===== src/rtl/boot_params.svh =====
// Constants for the serial boot command protocol block.
`ifndef BOOT_PARAMS_SVH
`define BOOT_PARAMS_SVH

`define MODE_UART_BYTE 8'h86
`define MODE_SYNC_BYTE 8'h30
`define CMD_RAM_LOAD 8'h10
`define CMD_FLASH_SUM 8'h20
`define CMD_PRODUCT_INFO 8'h30
`define ACK_OK 8'h10
`define ACK_BAD_SUM 8'h11
`define ACK_COMM_ERR 8'h18
`define NIB_NEG 4'h1
`define NIB_ERR 4'h8
`define PASS_LEN 16'h000D
`define HDR_LEN 16'h0007
`define FSUM_LEN 16'h0003
`define BAUD_MIN_CYC 16'h0004
`define BAUD_MAX_CYC 20'hFFFFF
`define FIFO_WIDTH 8
`define FIFO_DEPTH 16

`endif


===== src/rtl/boot_pkg.sv =====
// Types shared by the serial boot command protocol block.
package boot_pkg;

	typedef enum logic [12:0] {
		ST_BOOT  = 13'h0001,
		ST_BAUD  = 13'h0002,
		ST_SKIP  = 13'h0004,
		ST_SEND  = 13'h0008,
		ST_SENDW = 13'h0010,
		ST_CMD   = 13'h0020,
		ST_PASS  = 13'h0040,
		ST_HDR   = 13'h0080,
		ST_DATA  = 13'h0100,
		ST_FSUM  = 13'h0200,
		ST_JUMP  = 13'h0400,
		ST_RUN   = 13'h0800,
		ST_ABORT = 13'h1000
	} eng_state_e;

	typedef enum logic [2:0] {
		LINK_NONE = 3'h1,
		LINK_UART = 3'h2,
		LINK_SYNC = 3'h4
	} link_mode_e;

endpackage


===== src/rtl/byte_fifo.sv =====
// Synchronous FIFO with valid and ready on both sides.
`timescale 1ns/1ps
module byte_fifo #(
	parameter int WIDTH = 8,
	parameter int DEPTH = 16
) (
	input wire logic ref_clk,
	input wire logic srst,
	input wire logic in_valid,
	output logic in_ready,
	input wire logic [WIDTH-1:0] in_data,
	output logic out_valid,
	input wire logic out_ready,
	output logic [WIDTH-1:0] out_data
);
	localparam int AW = $clog2(DEPTH);

	logic [WIDTH-1:0] mem [DEPTH];
	logic [AW:0] wr_ptr_q;
	logic [AW:0] rd_ptr_q;

	wire push = in_valid & in_ready;
	wire pop = out_valid & out_ready;
	wire ptr_same = wr_ptr_q[AW-1:0] == rd_ptr_q[AW-1:0];

	assign in_ready = ~(ptr_same & (wr_ptr_q[AW] != rd_ptr_q[AW]));
	assign out_valid = wr_ptr_q != rd_ptr_q;
	assign out_data = mem[rd_ptr_q[AW-1:0]];

	always_ff @(posedge ref_clk) begin
		if (push) begin
			mem[wr_ptr_q[AW-1:0]] <= in_data;
		end
	end

	always_ff @(posedge ref_clk) begin
		if (srst) begin
			wr_ptr_q <= '0;
			rd_ptr_q <= '0;
		end else begin
			if (push) begin
				wr_ptr_q <= wr_ptr_q + 1'b1;
			end
			if (pop) begin
				rd_ptr_q <= rd_ptr_q + 1'b1;
			end
		end
	end
endmodule


===== src/rtl/serial_boot_command_protocol.sv =====
// Boot command interpreter on the boot serial channel, asynchronous or clocked.
//
// Summary of operation
// - Command codes 10H, 20H and 30H are decoded; 30H is answered negatively here.
// - Device acknowledges header checksum with 10H, 11H or 18H.
// - Data bytes then their checksum; device acknowledges with 10H, 11H or 18H.
// - After a good data acknowledge the device jumps to the start address.
// - Any negative acknowledge returns the device to waiting for a command.
// - Clocked mode suppresses the negative acknowledge on a communication error.
// - Mode byte 86H or 30H is echoed back as acknowledge.
// - Asynchronous mode aborts silently when the baud rate cannot be set.
// - Flash sum command 20H acknowledged 20H, x1H negative, x8H error.
// - Flash sum sent upper byte, lower byte, then their checksum.
// - After the flash sum checksum the device waits for the next command.
`timescale 1ns/1ps
`include "boot_params.svh"
module serial_boot_command_protocol
	import boot_pkg::*;
(
	input wire logic ref_clk,
	input wire logic srst,
	input wire logic boot_serial_channel_rxd,
	output logic boot_serial_channel_txd,
	input wire logic serial_shift_clock,
	output logic boot_ready,
	input wire logic [15:0] flash_sum,
	output logic mem_we,
	output logic [31:0] mem_addr,
	output logic [7:0] mem_wdata,
	output logic jump_en,
	output logic [31:0] jump_addr,
	output logic boot_abort,
	output logic sync_mode
);
	logic rxd_s1_q, rxd_s2_q, rxd_prev_q;
	logic sck_s1_q, sck_s2_q, sck_prev_q;
	eng_state_e state_q, ret_q;
	link_mode_e mode_q;
	logic [19:0] cnt_q;
	logic [15:0] bit_q;
	logic baud_set_q;
	logic [7:0] send_q;
	logic [15:0] idx_q;
	logic [7:0] sum_q;
	logic [47:0] hdr_q;
	logic [15:0] fs_q;
	logic err_q;
	logic rx_busy_q, rx_push_q, rx_ferr_q;
	logic [15:0] rx_cnt_q;
	logic [3:0] rx_idx_q;
	logic [7:0] rx_sh_q;
	logic tx_start_q, tx_busy_q, txd_q;
	logic [8:0] tx_sh_q;
	logic [3:0] tx_bits_q;
	logic [15:0] tx_cnt_q;
	logic ready_q, mem_we_q, jump_q, abort_q, sync_q;
	logic [31:0] mem_addr_q, jump_addr_q;
	logic [7:0] mem_wdata_q;
	logic fifo_in_ready, fifo_out_valid;
	logic [7:0] fifo_out_data;

	// Edge detection compares the second synchroniser stage with its delayed copy.
	wire rxd_fall = rxd_prev_q & ~rxd_s2_q;
	wire sck_rise = ~sck_prev_q & sck_s2_q;
	wire sck_fall = sck_prev_q & ~sck_s2_q;
	wire is_sync = mode_q == LINK_SYNC;
	wire is_uart = mode_q == LINK_UART;

	wire eng_rx = (state_q == ST_BOOT && is_sync) || state_q == ST_CMD || state_q == ST_PASS ||
		state_q == ST_HDR || state_q == ST_DATA;
	wire got = fifo_out_valid & eng_rx;
	wire [7:0] b = fifo_out_data;
	wire [31:0] start_addr = hdr_q[47:16];
	wire [15:0] byte_count = hdr_q[15:0];
	wire [15:0] idx_inc = idx_q + 16'h0001;

	wire [7:0] sum_next = sum_q + b;
	wire sum_ok = sum_next == 8'h00;

	wire last_byte = (state_q == ST_PASS && idx_inc == `PASS_LEN) ||
		(state_q == ST_HDR && idx_inc == `HDR_LEN) ||
		(state_q == ST_DATA && idx_q == byte_count);
	wire eng_state_e ok_next = (state_q == ST_PASS) ? ST_HDR : (state_q == ST_HDR) ? ST_DATA : ST_JUMP;
	wire [7:0] ack_code = err_q ? `ACK_COMM_ERR : (sum_ok ? `ACK_OK : `ACK_BAD_SUM);
	// No answer on error in clocked mode.
	wire drop_ack = err_q & is_sync;
	wire err_clr = got & (state_q == ST_CMD || last_byte);
	wire rx_err = rx_ferr_q | (rx_push_q & ~fifo_in_ready);

	wire [7:0] fs_ck = 8'h00 - (fs_q[15:8] + fs_q[7:0]);
	wire [7:0] fsum_byte = (idx_q == 16'h0000) ? fs_q[15:8] : (idx_q == 16'h0001) ? fs_q[7:0] : fs_ck;

	wire [19:0] skip_end = {1'b0, bit_q, 3'b000} - {5'h00, bit_q[15:1]};
	wire [15:0] meas_bit = cnt_q[16:1];
	wire uart_rx_en = is_uart & baud_set_q;
	wire sync_rx_en = is_sync & ~tx_busy_q & ~tx_start_q;

	always_ff @(posedge ref_clk) begin
		if (srst) begin
			rxd_s1_q <= 1'b1;
			rxd_s2_q <= 1'b1;
			rxd_prev_q <= 1'b1;
			sck_s1_q <= 1'b1;
			sck_s2_q <= 1'b1;
			sck_prev_q <= 1'b1;
		end else begin
			rxd_s1_q <= boot_serial_channel_rxd;
			rxd_s2_q <= rxd_s1_q;
			rxd_prev_q <= rxd_s2_q;
			sck_s1_q <= serial_shift_clock;
			sck_s2_q <= sck_s1_q;
			sck_prev_q <= sck_s2_q;
		end
	end

	// Sticky communication error; a new error wins over the clear.
	always_ff @(posedge ref_clk) begin
		if (srst) begin
			err_q <= 1'b0;
		end else begin
			err_q <= rx_err | (err_q & ~err_clr);
		end
	end

	always_ff @(posedge ref_clk) begin
		if (srst) begin
			state_q <= ST_BOOT;
			ret_q <= ST_CMD;
			mode_q <= LINK_NONE;
			cnt_q <= 20'h00000;
			bit_q <= 16'h0000;
			baud_set_q <= 1'b0;
			send_q <= 8'h00;
			idx_q <= 16'h0000;
			sum_q <= 8'h00;
			hdr_q <= 48'h000000000000;
			fs_q <= 16'h0000;
			tx_start_q <= 1'b0;
		end else begin
			tx_start_q <= 1'b0;
			case (state_q)
				ST_BOOT: begin
					if (mode_q == LINK_NONE && sck_fall) begin
						mode_q <= LINK_SYNC;
					end else if (mode_q == LINK_NONE && rxd_fall) begin
						mode_q <= LINK_UART;
						cnt_q <= 20'h00000;
						state_q <= ST_BAUD;
					end else if (got && b == `MODE_SYNC_BYTE) begin
						send_q <= `MODE_SYNC_BYTE;
						ret_q <= ST_CMD;
						state_q <= ST_SEND;
					end
				end
				ST_BAUD: begin
					cnt_q <= cnt_q + 20'h00001;
					if (cnt_q == `BAUD_MAX_CYC) begin
						state_q <= ST_ABORT;
					end else if (rxd_s2_q) begin
						bit_q <= meas_bit;
						cnt_q <= 20'h00000;
						state_q <= (meas_bit < `BAUD_MIN_CYC) ? ST_ABORT : ST_SKIP;
					end
				end
				ST_SKIP: begin
					cnt_q <= cnt_q + 20'h00001;
					if (cnt_q >= skip_end) begin
						baud_set_q <= 1'b1;
						send_q <= `MODE_UART_BYTE;
						ret_q <= ST_CMD;
						state_q <= ST_SEND;
					end
				end
				ST_SEND: begin
					if (!tx_busy_q) begin
						tx_start_q <= 1'b1;
						state_q <= ST_SENDW;
					end
				end
				ST_SENDW: begin
					if (!tx_start_q && !tx_busy_q) begin
						state_q <= ret_q;
					end
				end
				ST_CMD: begin
					if (got) begin
						idx_q <= 16'h0000;
						sum_q <= 8'h00;
						state_q <= ST_SEND;
						ret_q <= ST_CMD;
						if (drop_ack) begin
							state_q <= ST_CMD;
						end else if (err_q) begin
							send_q <= {b[7:4], `NIB_ERR};
						end else if (b == `CMD_RAM_LOAD) begin
							send_q <= `ACK_OK;
							ret_q <= ST_PASS;
						end else if (b == `CMD_FLASH_SUM) begin
							send_q <= `CMD_FLASH_SUM;
							fs_q <= flash_sum;
							ret_q <= ST_FSUM;
						end else begin
							send_q <= {b[7:4], `NIB_NEG};
						end
					end
				end
				ST_PASS, ST_HDR, ST_DATA: begin
					if (got && last_byte) begin
						idx_q <= 16'h0000;
						sum_q <= 8'h00;
						send_q <= ack_code;
						// Negative acknowledge returns to command wait.
						ret_q <= (err_q || !sum_ok) ? ST_CMD : ok_next;
						state_q <= drop_ack ? ST_CMD : ST_SEND;
					end else if (got) begin
						idx_q <= idx_inc;
						sum_q <= sum_next;
						if (state_q == ST_HDR) begin
							hdr_q <= {hdr_q[39:0], b};
						end
					end
				end
				ST_FSUM: begin
					if (idx_q == `FSUM_LEN) begin
						state_q <= ST_CMD;
					end else begin
						send_q <= fsum_byte;
						idx_q <= idx_inc;
						ret_q <= ST_FSUM;
						state_q <= ST_SEND;
					end
				end
				ST_JUMP: begin
					state_q <= ST_RUN;
				end
				ST_RUN, ST_ABORT: begin
					state_q <= state_q;
				end
				default: begin
					state_q <= ST_BOOT;
				end
			endcase
		end
	end

	// Receiver: asynchronous frames at the measured rate, or clocked bits on shift clock rises.
	always_ff @(posedge ref_clk) begin
		if (srst) begin
			rx_busy_q <= 1'b0;
			rx_cnt_q <= 16'h0000;
			rx_idx_q <= 4'h0;
			rx_sh_q <= 8'h00;
			rx_push_q <= 1'b0;
			rx_ferr_q <= 1'b0;
		end else begin
			rx_push_q <= 1'b0;
			rx_ferr_q <= 1'b0;
			if (sync_rx_en && sck_rise) begin
				rx_sh_q <= {rxd_s2_q, rx_sh_q[7:1]};
				rx_idx_q <= (rx_idx_q == 4'h7) ? 4'h0 : rx_idx_q + 4'h1;
				rx_push_q <= rx_idx_q == 4'h7;
			end else if (!rx_busy_q) begin
				if (uart_rx_en && rxd_fall) begin
					rx_busy_q <= 1'b1;
					rx_cnt_q <= {1'b0, bit_q[15:1]};
					rx_idx_q <= 4'h0;
				end
			end else if (rx_cnt_q != 16'h0000) begin
				rx_cnt_q <= rx_cnt_q - 16'h0001;
			end else begin
				rx_cnt_q <= bit_q - 16'h0001;
				rx_idx_q <= rx_idx_q + 4'h1;
				if (rx_idx_q == 4'h0) begin
					rx_busy_q <= ~rxd_s2_q;
				end else if (rx_idx_q <= 4'h8) begin
					rx_sh_q <= {rxd_s2_q, rx_sh_q[7:1]};
				end else begin
					rx_busy_q <= 1'b0;
					rx_push_q <= rxd_s2_q;
					rx_ferr_q <= ~rxd_s2_q;
				end
			end
		end
	end

	// Transmitter: asynchronous frame or clocked bits on shift clock falls.
	always_ff @(posedge ref_clk) begin
		if (srst) begin
			tx_busy_q <= 1'b0;
			tx_sh_q <= 9'h1FF;
			tx_bits_q <= 4'h0;
			tx_cnt_q <= 16'h0000;
			txd_q <= 1'b1;
		end else if (tx_start_q) begin
			tx_busy_q <= 1'b1;
			tx_sh_q <= {1'b1, send_q};
			tx_bits_q <= is_sync ? 4'h8 : 4'h9;
			tx_cnt_q <= bit_q - 16'h0001;
			txd_q <= is_sync;
		end else if (tx_busy_q && is_sync) begin
			if (sck_fall && tx_bits_q != 4'h0) begin
				txd_q <= tx_sh_q[0];
				tx_sh_q <= {1'b1, tx_sh_q[8:1]};
				tx_bits_q <= tx_bits_q - 4'h1;
			end else if (sck_rise && tx_bits_q == 4'h0) begin
				tx_busy_q <= 1'b0;
				txd_q <= 1'b1;
			end
		end else if (tx_busy_q) begin
			if (tx_cnt_q != 16'h0000) begin
				tx_cnt_q <= tx_cnt_q - 16'h0001;
			end else if (tx_bits_q == 4'h0) begin
				tx_busy_q <= 1'b0;
			end else begin
				tx_cnt_q <= bit_q - 16'h0001;
				txd_q <= tx_sh_q[0];
				tx_sh_q <= {1'b1, tx_sh_q[8:1]};
				tx_bits_q <= tx_bits_q - 4'h1;
			end
		end
	end

	always_ff @(posedge ref_clk) begin
		if (srst) begin
			ready_q <= 1'b0;
			mem_we_q <= 1'b0;
			mem_addr_q <= 32'h00000000;
			mem_wdata_q <= 8'h00;
			jump_q <= 1'b0;
			jump_addr_q <= 32'h00000000;
			abort_q <= 1'b0;
			sync_q <= 1'b0;
		end else begin
			ready_q <= is_sync & fifo_in_ready & ~tx_busy_q & ~tx_start_q;
			mem_we_q <= got & (state_q == ST_DATA) & ~last_byte;
			mem_addr_q <= start_addr + {16'h0000, idx_q};
			mem_wdata_q <= b;
			jump_q <= state_q == ST_JUMP;
			jump_addr_q <= start_addr;
			abort_q <= state_q == ST_ABORT;
			sync_q <= baud_set_q | is_sync;
		end
	end

	byte_fifo #(
		.WIDTH(`FIFO_WIDTH),
		.DEPTH(`FIFO_DEPTH)
	) rx_fifo (
		.ref_clk(ref_clk),
		.srst(srst),
		.in_valid(rx_push_q),
		.in_ready(fifo_in_ready),
		.in_data(rx_sh_q),
		.out_valid(fifo_out_valid),
		.out_ready(eng_rx),
		.out_data(fifo_out_data)
	);

	assign boot_serial_channel_txd = txd_q;
	assign boot_ready = ready_q;
	assign mem_we = mem_we_q;
	assign mem_addr = mem_addr_q;
	assign mem_wdata = mem_wdata_q;
	assign jump_en = jump_q;
	assign jump_addr = jump_addr_q;
	assign boot_abort = abort_q;
	assign sync_mode = sync_q;
endmodule


===== config.mk =====
export PLATFORM = sky130hd
export DESIGN_NAME = serial_boot_command_protocol
export DESIGN_NICKNAME = d
export VERILOG_FILES = /design/src/rtl/boot_pkg.sv /design/src/rtl/byte_fifo.sv /design/src/rtl/serial_boot_command_protocol.sv
export VERILOG_INCLUDE_DIRS = /design/src /design/src/rtl
export SDC_FILE = /design/constraint.sdc
export NUM_CORES = 1
export LEC_CHECK = 0
export ABC_AREA = 1
export BUFFER_PORTS_ARGS = -buffer_cell sky130_fd_sc_hd__buf_2
export CORE_MARGIN = 2
export CORE_UTILIZATION = 40
export DETAILED_ROUTE_END_ITERATION = 6
export MAX_ROUTING_LAYER = met4
export PLACE_DENSITY = 0.63
export SLEW_MARGIN = 20
export SYNTH_ARGS = -nofsm -noshare
export SYNTH_HDL_FRONTEND = slang
export SYNTH_SLANG_ARGS = --single-unit

===== constraint.sdc =====
create_clock -name ref_clk -period 6 [get_ports ref_clk]
set_input_delay 0.9 -clock ref_clk [delete_from_list [all_inputs] [get_ports ref_clk]]
set_output_delay 0.9 -clock ref_clk [all_outputs]
set_load 0.01 [all_outputs]

=== Word level (Yosys, flattened, before mapping) ===
Memory sizes are Yosys's and may differ from the RTL's. A register that Yosys moved wholly into a read port is not among the register bits.
Index checks and enable logic that the tools add are counted.

* Input port bits: 20
* Word-level logic and storage cells: 343
* Output and inout port bits: 78
* RAM bits: 128
* Bits in registers: 319
* Memories kept: 1

{| class="wikitable"
|+ Memory list
! name !! depth !! width !! rd ports !! clocked after Yosys merged registers in !! wr ports !! line !! RTL
|-
| rx_fifo.mem || 16 || 8 || 1 || 1 || 1 || byte_fifo.sv:18 || <nowiki>logic [WIDTH-1:0] mem [DEPTH];</nowiki>
|}

* Add/sub/neg operators: 14
* Mux-type cells: 121
* Bitwise gates (word level): 38
* $lt $le $gt $ge: 3
* Equality and inequality tests: 57
* Reduce and logical (&&, ||, !) cells: 68

{| class="wikitable"
|+ Operator list
! operator !! count
|-
| $mux 13 || 18
|-
| $mux 16 || 12
|-
| $mux 8 || 22
|-
| $pmux 13 s10 || 1
|-
| $mux 20 || 4
|-
| $pmux 13 s5 || 1
|-
| $pmux 20 s3 || 1
|-
| $mux 4 || 14
|-
| $pmux 16 s3 || 1
|-
| $sub 16x1->16 const B || 3
|-
| $mux 9 || 5
|-
| $mux 10 || 4
|-
| $pmux 8 s5 || 1
|-
| $mux 11 || 3
|-
| $add 32x16->32 || 1
|-
| $reduce_bool 16->1 || 2
|-
| $mux 1 || 29
|-
| $ne 2x2->1 const B || 14
|-
| $reduce_and 4->1 || 6
|-
| $add 20x1->20 const B || 1
|-
| $eq 20x20->1 const B || 1
|-
| $ge 20x20->1 || 1
|-
| $sub 19x15->20 || 1
|-
| $and 1x1->1 || 18
|-
| other kinds (63) || 137
|}

=== Logic depth before layout (Yosys ltp) ===
Gate-level depths: netlist of the first run.

* Depth after elaboration: 12
* Mapped depth: 30

=== By module ===
A second synthesis of the first run with hierarchy kept.

* Cells, all modules: 2941
* Area total of the unflattened synthesis: 22809.4 um2

{| class="wikitable"
|+ Modules (own cells, without submodules)
! module !! seq. area each (um2) !! area each (um2) !! cells an instance !! times used
|-
| serial_boot_command_protocol || 6025.8 || 16801.1 || 2405 || 1
|-
| byte_fifo || 4124.0 || 6008.3 || 536 || 1
|}

=== Worst setup path after synthesis of the first run ===
Ideal clock, no wire load.

* Path kind: register to register
* Start point: reg bit_q[5]
* End point: reg ret_q[5]
* Path slack: 2.442 ns
* Period minus slack after synthesis: 3.558 ns
* Stages on the path, launching flop included: 29
* Arrival time: 3.430 ns
* Path buffers: 0
* Library setup time: 0.128 ns
* Cell sequence: dfxtp_1 -> inv_1 -> ha_1 -> nand3_1 -> o21ai_0 -> nand3_1 -> nand2_1 -> nand3_1 -> nand2_1 -> nand2_1 -> nand2_1 -> nand2_1 -> nand2_1 -> nand2_1 -> nand2_1 -> nor2_1 -> xor2_1 -> ha_1 -> nand2_1 -> nor2_1 -> nand2_1 -> inv_1 -> nand3_1 -> nand4_1 -> nor2_1 -> nor2_2 -> nand3_1 -> a21oi_1 -> o21ai_0

* Cells in the longest elaborated chain, start to end: 4

{| class="wikitable"
|+ Ends and longest elaborated chain
! what !! line !! RTL
|-
| from (decl) || serial_boot_command_protocol.sv:40 || <nowiki>logic [15:0] bit_q;</nowiki>
|-
| from (signal assigned) || serial_boot_command_protocol.sv:160 || <nowiki>bit_q <= meas_bit;</nowiki>
|-
| $sub 19x15->20 || serial_boot_command_protocol.sv:93 || <nowiki>wire [19:0] skip_end = {1'b0, bit_q, 3'b000} - {5'h00, bit_q[15:1]};</nowiki>
|-
| $ge 20x20->1 || serial_boot_command_protocol.sv:167 || <nowiki>if (cnt_q >= skip_end) begin</nowiki>
|-
| $ne 2x2->1 (no source line) || - ||
|-
| $reduce_and 8->1 (no source line) || - ||
|-
| to (signal assigned) || serial_boot_command_protocol.sv:213 || <nowiki>ret_q <= (err_q || !sum_ok) ? ST_CMD : ok_next;</nowiki>
|-
| to (decl) || serial_boot_command_protocol.sv:37 || <nowiki>eng_state_e state_q, ret_q;</nowiki>
|}

Every way passes these cells.
A chain may end at the register's enable or synchronous reset.

=== Final worst setup path of the first run ===
* Start point: reg bit_q[5]
* End point: reg send_q[4]

* Cells in the longest elaborated chain, start to end: 4

{| class="wikitable"
|+ Ends and longest elaborated chain
! what !! line !! RTL
|-
| $sub 19x15->20 || serial_boot_command_protocol.sv:93 ||
|-
| $ge 20x20->1 || serial_boot_command_protocol.sv:167 ||
|-
| $ne 2x2->1 (no source line) || - ||
|-
| $reduce_and 9->1 (no source line) || - ||
|-
| to (signal assigned) || serial_boot_command_protocol.sv:169 || <nowiki>send_q <= `MODE_UART_BYTE;</nowiki>
|-
| to (signal assigned) || serial_boot_command_protocol.sv:194 || <nowiki>send_q <= {b[7:4], `NIB_ERR};</nowiki>
|-
| to (signal assigned) || serial_boot_command_protocol.sv:196 || <nowiki>send_q <= `ACK_OK;</nowiki>
|-
| to (decl) || serial_boot_command_protocol.sv:42 || <nowiki>logic [7:0] send_q;</nowiki>
|}

Every way passes these cells.

==> results of run 1 <==
[final timing paths]
kind | slack, ps | cells after the start | end | from
setup / recovery | 1560 | 29 | send_q[4] | bit_q[5]
hold / removal | 410 | 1 | rxd_s2_q | rxd_s1_q
setup reg to reg | 1560 | 29 | send_q[4] | bit_q[5]
hold reg to reg | 410 | 1 | rxd_s2_q | rxd_s1_q
[layer usage]
| layer | part of all wire [%] | global-route usage (%) |
|---|---|---|
| met1 | 46 | 27.0 |
| met2 | 46 | 32.6 |
| met3 | 4.7 | 2.91 |
| met4 | 2.7 | 6.38 |
| met5 | 0 | - |
[state kept, by name, indices dropped and copies added (netlist names), 3 cells and up, named ones only]
name and count:
fs_q 16, send_q 8, rx_fifo.mem 128, mem_addr 32
ret_q 6, state_q 13, hdr_q 48, rx_cnt_q 16
mem_wdata 8, bit_q 16, sum_q 8, mode_q 3
rx_fifo.rd_ptr_q 5, rx_fifo.wr_ptr_q 5, tx_cnt_q 16, rx_idx_q 4
idx_q 16, tx_sh_q 8, jump_addr 32, cnt_q 20
rx_sh_q 8, tx_bits_q 4
[power breakdown]
group          internal (W)  switching [W]  leakage [nW]  total (W)
logic              0.000529        0.00112          6.84    0.00165
clock network       0.00212        0.00131         0.908    0.00343
registers           0.00313      0.0000503          3.54    0.00318
total               0.00578        0.00247          11.3    0.00825
[synthesized netlist by cell type (12+ instances only)]
library cell	count
dfxtp_1	315
nand2_2	18
nand4_1	55
a211oi_1	68
nor4_1	18
xnor2_1	27
xor2_1	36
o21ai_0	152
ha_1	87
nor3_1	61
buf_2	21
o21ai_1	26
nand2_1	537
edfxtp_1	128
a31oi_1	12
nand3_1	180
nor2_1	401
clkbuf_1	59
o211ai_1	32
a21oi_1	206
inv_1	387
or2_2	14
[stage by stage]
stage          util, %  total power [W]
2_1_floorplan        -          0.00451
3_3_place_gp      42.4          0.00486
3_5_place_dp      42.4          0.00488
4_1_cts           45.7          0.00832
5_1_grt           45.7          0.00870
6_report          45.7          0.00825
[cells in the final DEF, fill, tap and decap left out, types with 8 or more instances in the layout]
master / n
nand2_2: 18
a31oi_1: 12
o221ai_1: 10
nor3_1: 61
nand2_1: 537
inv_2: 10
nand3_1: 180
nor3b_1: 9
buf_4: 9
nor2_1: 401
nand4_1: 55
xnor2_1: 27
bufinv_16: 12
dfxtp_1: 314
or2_2: 14
buf_2: 96
edfxtp_1: 128
o211ai_1: 32
a211oi_1: 68
a21oi_1: 206
clkbuf_16: 51
nor4_1: 18
o21a_1: 10
o21ai_0: 152
clkinv_2: 9
nor3_2: 8
ha_1: 87
inv_1: 386
clkinv_1: 9
xor2_1: 36
nor2_4: 11
nand3_2: 10
o21ai_1: 26
nor2_2: 9
[worst reg2reg max path, delay by kind of cell (launching register included)]
kind | cells | cell delay (ps)
adder cells (fa/ha/maj) | 2 | 670
flip-flops | 1 | 470
XOR/XNOR | 1 | 150
AND/OR/NAND/NOR | 23 | 2560
buffers and inverters | 2 | 190
AO/OA/AOI/OAI | 1 | 300
[area by class of cell]
type                    count  area, um2  share of cell area [%]
multi-input cells        2047      10900                    41.9
clock buffers              60       1340                    5.17
inverters                 401       1510                    5.83
repair buffers            106        559                    2.16
well taps                 756        946                    3.65
clock inverters            36        533                    2.06
flip-flops and latches    443      10200                    39.2
[kinds of logic (layout without fill, tap and decap cells)]
logic type | after synthesis | after routing | share of synthesized area, %
simple gates | 1352 | 1352 | 26.2
compound gates | 542 | 542 | 13.6
buf+inv | 500 | 603 | 8.68
flops | 443 | 443 | 44.1
fa+ha+maj | 90 | 90 | 4.99
xor+xnor | 63 | 63 | 2.40
==> impl_metrics.env, run 1 <==
export IMPL_synth_top_area_cell="dfxtp_1"
export IMPL_design_core_area_mm2=0.0566
export IMPL_grt_max_degree=119
export IMPL_placement_io_buffers=97
export IMPL_ant_nets=0
export IMPL_via_count=19600
export IMPL_post_layout_nonfiller_instances=3849
export IMPL_die_area_mm2=0.0594
export IMPL_filler_cell_count_in_the_final_layout=5702
export IMPL_drc=0
export IMPL_slowest_delay_ps=470
export IMPL_final_cell_area_mm2=0.0259
export IMPL_ys_async_sr_fraction_pct=0
export IMPL_crit_path_frequent_cell="nand2_1"
export IMPL_initial_cell_density_of_the_core_pct=40.6
export IMPL_grt_use_total_pct=20.5
export IMPL_cts_hold_buf=0
export IMPL_top_level_ports=98
export IMPL_static_leakage_power_nw=11.3
export IMPL_critical_path_n_buffers_inverters=2
export IMPL_die_width_um=244
export IMPL_timing_fmax_ghz=0.225
export IMPL_fin_setup_tns_ps=0
export IMPL_setup_worst_path_start_class="flip-flop"
export IMPL_clkTransAtPathRegs_ps=60
export IMPL_status="finished clean"
export IMPL_cpMaxStageDelayCell="dfxtp_1"
export IMPL_synthesis_nets=3100
export IMPL_drive_gt1_share_pct=9.31
export IMPL_antenna_violations_before_repair=1
export IMPL_buffer_depth_of_the_longest_clock_path=3
export IMPL_grt_pass1_vias=18300
export IMPL_synth_top_cell_area_share_pct=27.4
export IMPL_root_buffer_cell="clkbuf_16"
export IMPL_synth_flop_cell="dfxtp_1"
export IMPL_vias_per_std_cell=5.10
export IMPL_antenna_diode_count=0
export IMPL_fin_skew_ps=25.4
export IMPL_postCtsSetupRepairBufs=0
export IMPL_yosys_warnings=0
export IMPL_critical_path_top_delay_family="simple AND/OR/NAND/NOR gates"
export IMPL_worstSetupPathType="reg -> reg"
export IMPL_drv_max_cap_violation_count=0
export IMPL_end_kind="flip-flop"
export IMPL_cts_resized=0
export IMPL_timing_worst_slew_pin_value_ps=1080
export IMPL_synthTopCellsByArea="dfxtp_1, edfxtp_1, nand2_1"
export IMPL_dp_final_hpwl_mm=42.5
export IMPL_ir_worst_vdd_uv=218
export IMPL_fin_hold_ws_ps=411
export IMPL_dr_pass1_iters=5
export IMPL_first_pass_grt_wire_length_mm=97.0
export IMPL_netlist_cell_type_count=61
export IMPL_die_height_um=244
export IMPL_cts_tree="built"
export IMPL_ctsHtreeMaxLevel=2
export IMPL_post_synth_instance_area_mm2=0.0230
export IMPL_seq_area_frac_synth_pct=44.1
export IMPL_final_period_utilization_pct=74.0
export IMPL_total_wirelength_mm=60.2
export IMPL_power_per_cell_area_mw_per_mm2=319
export IMPL_synth_enable_flop_cells=128
export IMPL_final_critical_path_setup_slack_ps=1560
export IMPL_worstPathArrival_ps=4960
export IMPL_layout_min_cycle_time_ps=4440
export IMPL_placement_rows=87
export IMPL_synth_area_per_cell_um2=7.69
export IMPL_placement_setup_worst_slack_ps=1550
export IMPL_avgRoutedWirePerCell_um=15.6
export IMPL_gp_routability_congestion=0.913
export IMPL_synthesis_instances=2990
export IMPL_final_max_slew_violation_count=0
export IMPL_overflow=0
export IMPL_number_of_synthesized_register_bits=443
export IMPL_layout_nets=3160
export IMPL_setup_viol=0
export IMPL_rsz_0062_raised_after_global_routing="false"
export IMPL_cts_sink_count=443
export IMPL_dr_first_iter_drc_count=1304
export IMPL_holdCritPathClass="reg -> reg"
export IMPL_endpoint_required_time_on_the_critical_path_ps=6520
export IMPL_cts_buffers=51
export IMPL_placed_cells_incl_taps=3753
export IMPL_layout_area_overhead_vs_synth_pct=12.6
export IMPL_hold_violations_final=0
export IMPL_relSlewSlack_pct=27.8
export IMPL_crit_fanout=11
export IMPL_clkLatencyLatePin_ps=610
export IMPL_place_area_mm2=0.0240
Note: power is estimated with default switching activity, not from simulation.
==> inputs of run 2 (changes only) <==
--- a/config.mk
+++ b/config.mk
@@ -12,7 +12,7 @@
 export CORE_UTILIZATION = 40
 export DETAILED_ROUTE_END_ITERATION = 6
 export MAX_ROUTING_LAYER = met4
-export PLACE_DENSITY = 0.63
+export PLACE_DENSITY = 0.65
 export SLEW_MARGIN = 20
 export SYNTH_ARGS = -nofsm -noshare
 export SYNTH_HDL_FRONTEND = slang
==> constraint.sdc (replaced) <==
create_clock -name ref_clk -period 3.9 [get_ports ref_clk]
set_input_delay 0.585 -clock ref_clk [delete_from_list [all_inputs] [get_ports ref_clk]]
set_output_delay 0.585 -clock ref_clk [all_outputs]
set_load 0.01 [all_outputs]
==> run 2 against run 1 <==
Effect of this change: worst setup slack got worse by 1400 ps; hold slack got worse by 250 ps; first-iteration DRC count increased by 15%; critical path depth decreased by 1; highest routed layer unchanged.
==> impl_metrics.env, run 2 (same netlist as run 1, synthesis figures left out) <==
export IMPL_ir_worst_vdd_uv=414
export IMPL_layout_nets=3198
export IMPL_first_pass_grt_wire_length_mm=97.0
export IMPL_layout_min_cycle_time_ps=3730
export IMPL_ant_nets=0
export IMPL_static_leakage_power_nw=11.4
export IMPL_worstSetupPathType="reg -> reg"
export IMPL_post_layout_nonfiller_instances=3884
export IMPL_status="finished clean"
export IMPL_fin_skew_ps=43.2
export IMPL_cts_buffers=50
export IMPL_placement_rows=87
export IMPL_critical_path_n_buffers_inverters=7
export IMPL_worstPathArrival_ps=4260
export IMPL_filler_cell_count_in_the_final_layout=5611
export IMPL_hold_violations_final=0
export IMPL_part_of_the_power_in_the_clock_network_pct=38.9
export IMPL_clkLatencyLatePin_ps=620
export IMPL_flip_flop_count_of_the_largest_register_all_copies_and_words_added=128
export IMPL_endpoint_required_time_on_the_critical_path_ps=4430
export IMPL_netSwitchingFraction_pct=31.0
export IMPL_cellInternalPower_w=0.00881
export IMPL_drv_max_cap_violation_count=0
export IMPL_placement_io_buffers=97
export IMPL_relSlewSlack_pct=42.8
export IMPL_avgRoutedWirePerCell_um=15.7
export IMPL_critical_path_top_delay_family="simple AND/OR/NAND/NOR gates"
export IMPL_drive_gt1_share_pct=11.5
export IMPL_overflow=0
export IMPL_dp_final_hpwl_mm=42.8
export IMPL_grt_pass1_vias=18300
export IMPL_grt_use_total_pct=20.5
export IMPL_die_width_um=244
export IMPL_via_count=19900
export IMPL_power_per_cell_area_mw_per_mm2=486
export IMPL_clkTransAtPathRegs_ps=60
export IMPL_setup_viol=0
export IMPL_crit_fanout=5
export IMPL_layout_cells_most_common="nand2_1"
export IMPL_gp_routability_congestion=0.912
export IMPL_p_sw_w=0.00395
export IMPL_cts_sink_count=443
export IMPL_dr_first_iter_drc_count=1495
export IMPL_timing_fmax_ghz=0.268
export IMPL_final_max_slew_violation_count=0
export IMPL_holdCritPathClass="in -> reg"
export IMPL_final_period_utilization_pct=95.7
export IMPL_end_kind="flip-flop"
export IMPL_top_level_ports=98
export IMPL_cts_tree="built"
export IMPL_grt_max_degree=144
export IMPL_crit_path_frequent_cell="nand2_1"
export IMPL_p_total_w=0.0128
export IMPL_drc=0
export IMPL_setup_worst_path_start_class="flip-flop"
export IMPL_root_buffer_cell="clkbuf_16"
export IMPL_buffer_depth_of_the_longest_clock_path=3
export IMPL_share_seq_of_total_power_pct=38.3
export IMPL_combinationalPowerShare_pct=22.9
export IMPL_cpMaxStageDelayCell="dfxtp_4"
export IMPL_slowest_delay_ps=370
export IMPL_placed_cells_incl_taps=3783
export IMPL_initial_cell_density_of_the_core_pct=40.6
export IMPL_layout_area_overhead_vs_synth_pct=14.0
export IMPL_die_height_um=244
export IMPL_most_common_layout_cells="nand2_1, nor2_1, inv_1"
export IMPL_design_core_area_mm2=0.0566
export IMPL_vias_per_std_cell=5.11
export IMPL_antenna_violations_before_repair=0
export IMPL_timing_worst_slew_pin_value_ps=857
export IMPL_ctsHtreeMaxLevel=2
export IMPL_die_area_mm2=0.0594
export IMPL_dr_pass1_iters=5
export IMPL_total_wirelength_mm=60.9
export IMPL_antenna_diode_count=0
[run 2: final timing paths]
| path | start | endpoint | slack (ps) | cells past startpoint |
|---|---|---|---|---|
| worst min register to register | rxd_s1_q | rxd_s2_q | 410 | 1 |
| worst max-delay path | bit_q[6] | send_q[6] | 170 | 28 |
| worst max register to register | bit_q[6] | send_q[6] | 170 | 28 |
| worst min-delay path | boot_serial_channel_rxd | rxd_s1_q | 170 | 2 |
[run 2: final cells by class]
type	instances	area (um2)	share of cell area (%)
Multi-Input combinational cell	2047	11000	41.9
Sequential cell	443	10200	38.7
Inverter	401	1510	5.77
Clock buffer	65	1340	5.12
Tap cell	756	946	3.61
Timing Repair Buffer	145	882	3.36
Clock inverter	27	404	1.54
[run 2: power by group through the flow]
stage	Combinational [W]	Clock [W]	Sequential, W
after global placement	0.00253	0	0.00498
final	0.00292	0.00496	0.00488
after detailed placement	0.00254	0	0.00498
after floorplan	0.00197	0	0.00496
after CTS	0.00262	0.00506	0.00488
after global routing	0.00326	0.00527	0.00489
[run 2: timing repair]
item                       CTS  global route
setup endpoints to repair    6            27
buffers inserted             1             7
pin swaps                    1            15
hold buffers                 0             0
cloned                       0             1
gates resized for setup      2            40
[run 2: layer usage]
| layer | GRT usage (%) | vias to the layer above | routed length, um |
|---|---|---|---|
| met5 | - | - | 0 |
| met2 | 33.5 | 490 | 28700 |
| met4 | 4.84 | 0 | 1270 |
| li1 | - | 10100 | - |
| met3 | 2.67 | 94 | 3070 |
| met1 | 27.0 | 9135 | 27900 |
[run 2: stage by stage]
step | area [um2] | util [%] | TNS [ps] | hold slack [ps] | setup slack (ps)
2_1_floorplan | 23000 | - | 0 | 389 | 342
3_3_place_gp | 24300 | 42.9 | 0 | 404 | 9.00
3_5_place_dp | 24300 | 42.9 | -184 | 402 | -47.4
4_1_cts | 26000 | 46.0 | 0 | 138 | 58.8
5_1_grt | 26200 | 46.3 | -297 | 141 | -65.8
6_report | 26200 | 46.3 | 0 | 166 | 168
==> inputs of run 3 (changes only) <==
--- a/config.mk
+++ b/config.mk
@@ -8,11 +8,13 @@
 export LEC_CHECK = 0
 export ABC_AREA = 1
 export BUFFER_PORTS_ARGS = -buffer_cell sky130_fd_sc_hd__buf_2
+export CELL_PAD_IN_SITES_DETAIL_PLACEMENT = 1
+export CELL_PAD_IN_SITES_GLOBAL_PLACEMENT = 1
 export CORE_MARGIN = 2
-export CORE_UTILIZATION = 40
+export CORE_UTILIZATION = 35
 export DETAILED_ROUTE_END_ITERATION = 6
 export MAX_ROUTING_LAYER = met4
-export PLACE_DENSITY = 0.65
+export PLACE_DENSITY = 0.73
 export SLEW_MARGIN = 20
 export SYNTH_ARGS = -nofsm -noshare
 export SYNTH_HDL_FRONTEND = slang
==> run 3 against run 2 <==
Effect of this change: total power increased by 2.0%; core utilization decreased by 5.3 points; via count increased by 5.4%; clock power decreased by 2%; hold slack improved by 1.3 ps; global-route usage increased by 1.4 points; routed wire length increased by 20%; first-iteration DRC count decreased by 30%; sequential share of layout area decreased by 0.47 points; final cell count increased by 3.1%; combinational power increased by 12%; die area increased by 14%; highest routed layer unchanged.
==> impl_metrics.env, run 3 (same netlist as run 1, synthesis figures left out) <==
export IMPL_status="finished clean"
export IMPL_worstPathArrival_ps=4310
export IMPL_worstSetupPathType="reg -> reg"
export IMPL_setup_worst_path_start_class="flip-flop"
export IMPL_die_area_mm2=0.0678
export IMPL_placement_io_buffers=97
export IMPL_slowest_delay_ps=340
export IMPL_die_width_um=260
export IMPL_layout_cells_most_common="nand2_1"
export IMPL_avgRoutedWirePerCell_um=18.3
export IMPL_rsz_0062_raised_after_global_routing="true"
export IMPL_ir_worst_vdd_uv=362
export IMPL_flip_flop_count_of_the_largest_register_all_copies_and_words_added=128
export IMPL_busiest_layer="met2"
export IMPL_buffer_depth_of_the_longest_clock_path=3
export IMPL_final_period_utilization_pct=96.8
export IMPL_gp_routability_congestion=0.882
export IMPL_initial_cell_density_of_the_core_pct=35.6
export IMPL_layout_area_overhead_vs_synth_pct=15.4
export IMPL_global_route_usage_met1_pct=26.9
export IMPL_dr_first_iter_drc_count=1047
export IMPL_antenna_violations_before_repair=0
export IMPL_total_wirelength_mm=73.3
export IMPL_placed_cells_incl_taps=3898
export IMPL_crit_fanout=5
export IMPL_setup_reg_to_reg_worst_slack_ps=120
export IMPL_antenna_diode_count=0
export IMPL_final_max_slew_violation_count=0
export IMPL_top_level_ports=98
export IMPL_clkLatencyLatePin_ps=620
export IMPL_crit_path_frequent_cell="nand2_1"
export IMPL_holdCritPathClass="in -> reg"
export IMPL_dp_final_hpwl_mm=52.9
export IMPL_first_pass_grt_wire_length_mm=117
export IMPL_end_kind="flip-flop"
export IMPL_static_leakage_power_nw=11.6
export IMPL_clkTransAtPathRegs_ps=60
export IMPL_timing_worst_slew_pin_value_ps=948
export IMPL_vias_per_std_cell=5.23
export IMPL_endpoint_required_time_on_the_critical_path_ps=4430
export IMPL_place_area_mm2=0.0245
export IMPL_power_per_cell_area_mw_per_mm2=490
export IMPL_die_height_um=260
export IMPL_cts_tree="built"
export IMPL_grt_max_degree=115
export IMPL_layout_nets=3216
export IMPL_grt_pass1_vias=21800
export IMPL_critical_path_n_buffers_inverters=5
export IMPL_root_buffer_cell="clkbuf_16"
export IMPL_most_common_layout_cells="nand2_1, nor2_1, inv_1"
export IMPL_timing_fmax_ghz=0.265
export IMPL_cpMaxStageDelayCell="dfxtp_2"
export IMPL_final_critical_path_setup_slack_ps=124
export IMPL_p_total_w=0.0130
export IMPL_ctsHtreeMaxLevel=2
export IMPL_global_route_usage_met3_pct=2.51
export IMPL_drv_max_cap_violation_count=0
export IMPL_final_cell_area_mm2=0.0266
export IMPL_critical_path_top_delay_family="simple AND/OR/NAND/NOR gates"
export IMPL_grt_use_total_pct=21.9
export IMPL_overflow=0
export IMPL_gr_usage_met2_pct=37.9
export IMPL_setup_viol=0
export IMPL_cts_buffers=52
export IMPL_post_layout_nonfiller_instances=4004
export IMPL_cts_sink_count=443
export IMPL_dr_pass1_iters=5
export IMPL_drive_gt1_share_pct=12.5
export IMPL_layout_min_cycle_time_ps=3780
export IMPL_via_count=20900
export IMPL_fin_skew_ps=29.1
export IMPL_hold_violations_final=0
export IMPL_placement_rows=93
export IMPL_relSlewSlack_pct=36.6
export IMPL_placement_setup_worst_slack_ps=-245
export IMPL_design_core_area_mm2=0.0647
export IMPL_drc=0
export IMPL_ant_nets=0
## run 3: through the flow
step	setup TNS, ps	util, %	hold slack (ps)
after global placement	0	37.9	442
after floorplan	0	-	389
after detailed placement	-4340	37.9	449
after global routing	-1010	41.0	135
final	0	41.0	167
after CTS	0	40.6	130
## run 3: cell type report
| cell class | count | area [um2] |
|---|---|---|
| Fill cell | 7930 | 38100 |
| Multi-Input combinational cell | 2049 | 11100 |
| Clock buffer | 72 | 1490 |
| Sequential cell | 443 | 10200 |
| Inverter | 401 | 1520 |
| Timing Repair Buffer | 159 | 1030 |
| Clock inverter | 25 | 209 |
| Tap cell | 855 | 1070 |
## run 3: path summary, 6_finish.rpt
path | end | from | depth (start not counted)
max | send_q[0] | bit_q[5] | 29
min | rxd_s1_q | boot_serial_channel_rxd | 2
max reg2reg | send_q[0] | bit_q[5] | 29
min reg2reg | rxd_s2_q | rxd_s1_q | 1
## run 3: routing by layer
metal | vias up | share of wire (%)
met4 | 0 | 2.6
met3 | 117 | 3.4
li1 | 10200 | -
met2 | 348 | 50
met1 | 10300 | 44
met5 | - | 0
## run 3: what timing repair did
action / in CTS / in global routing
endpoints found under the setup margin: 27 / 27
buffers inserted: 1 / 4
gates resized for setup: 6 / 59
cloned: 0 / 4
pin swaps: 2 / 20
hold buffers: 0 / 0
## run 3: worst reg2reg max path, delay by kind of cell, from the launching register on
family | cells | cell delay [ps]
compound gates | 2 | 310
xor+xnor | 1 | 160
buf+inv | 5 | 560
simple gates | 19 | 1780
fa+ha+maj | 2 | 580
flops | 1 | 340
## run 3: power breakdown
part | switching, W | internal [W] | leakage [nW]
Combinational | 0.00212 | 0.00115 | 7.17
Clock | 0.00204 | 0.00280 | 0.847
Sequential | 0.0000804 | 0.00481 | 3.55
Total | 0.00424 | 0.00876 | 11.6
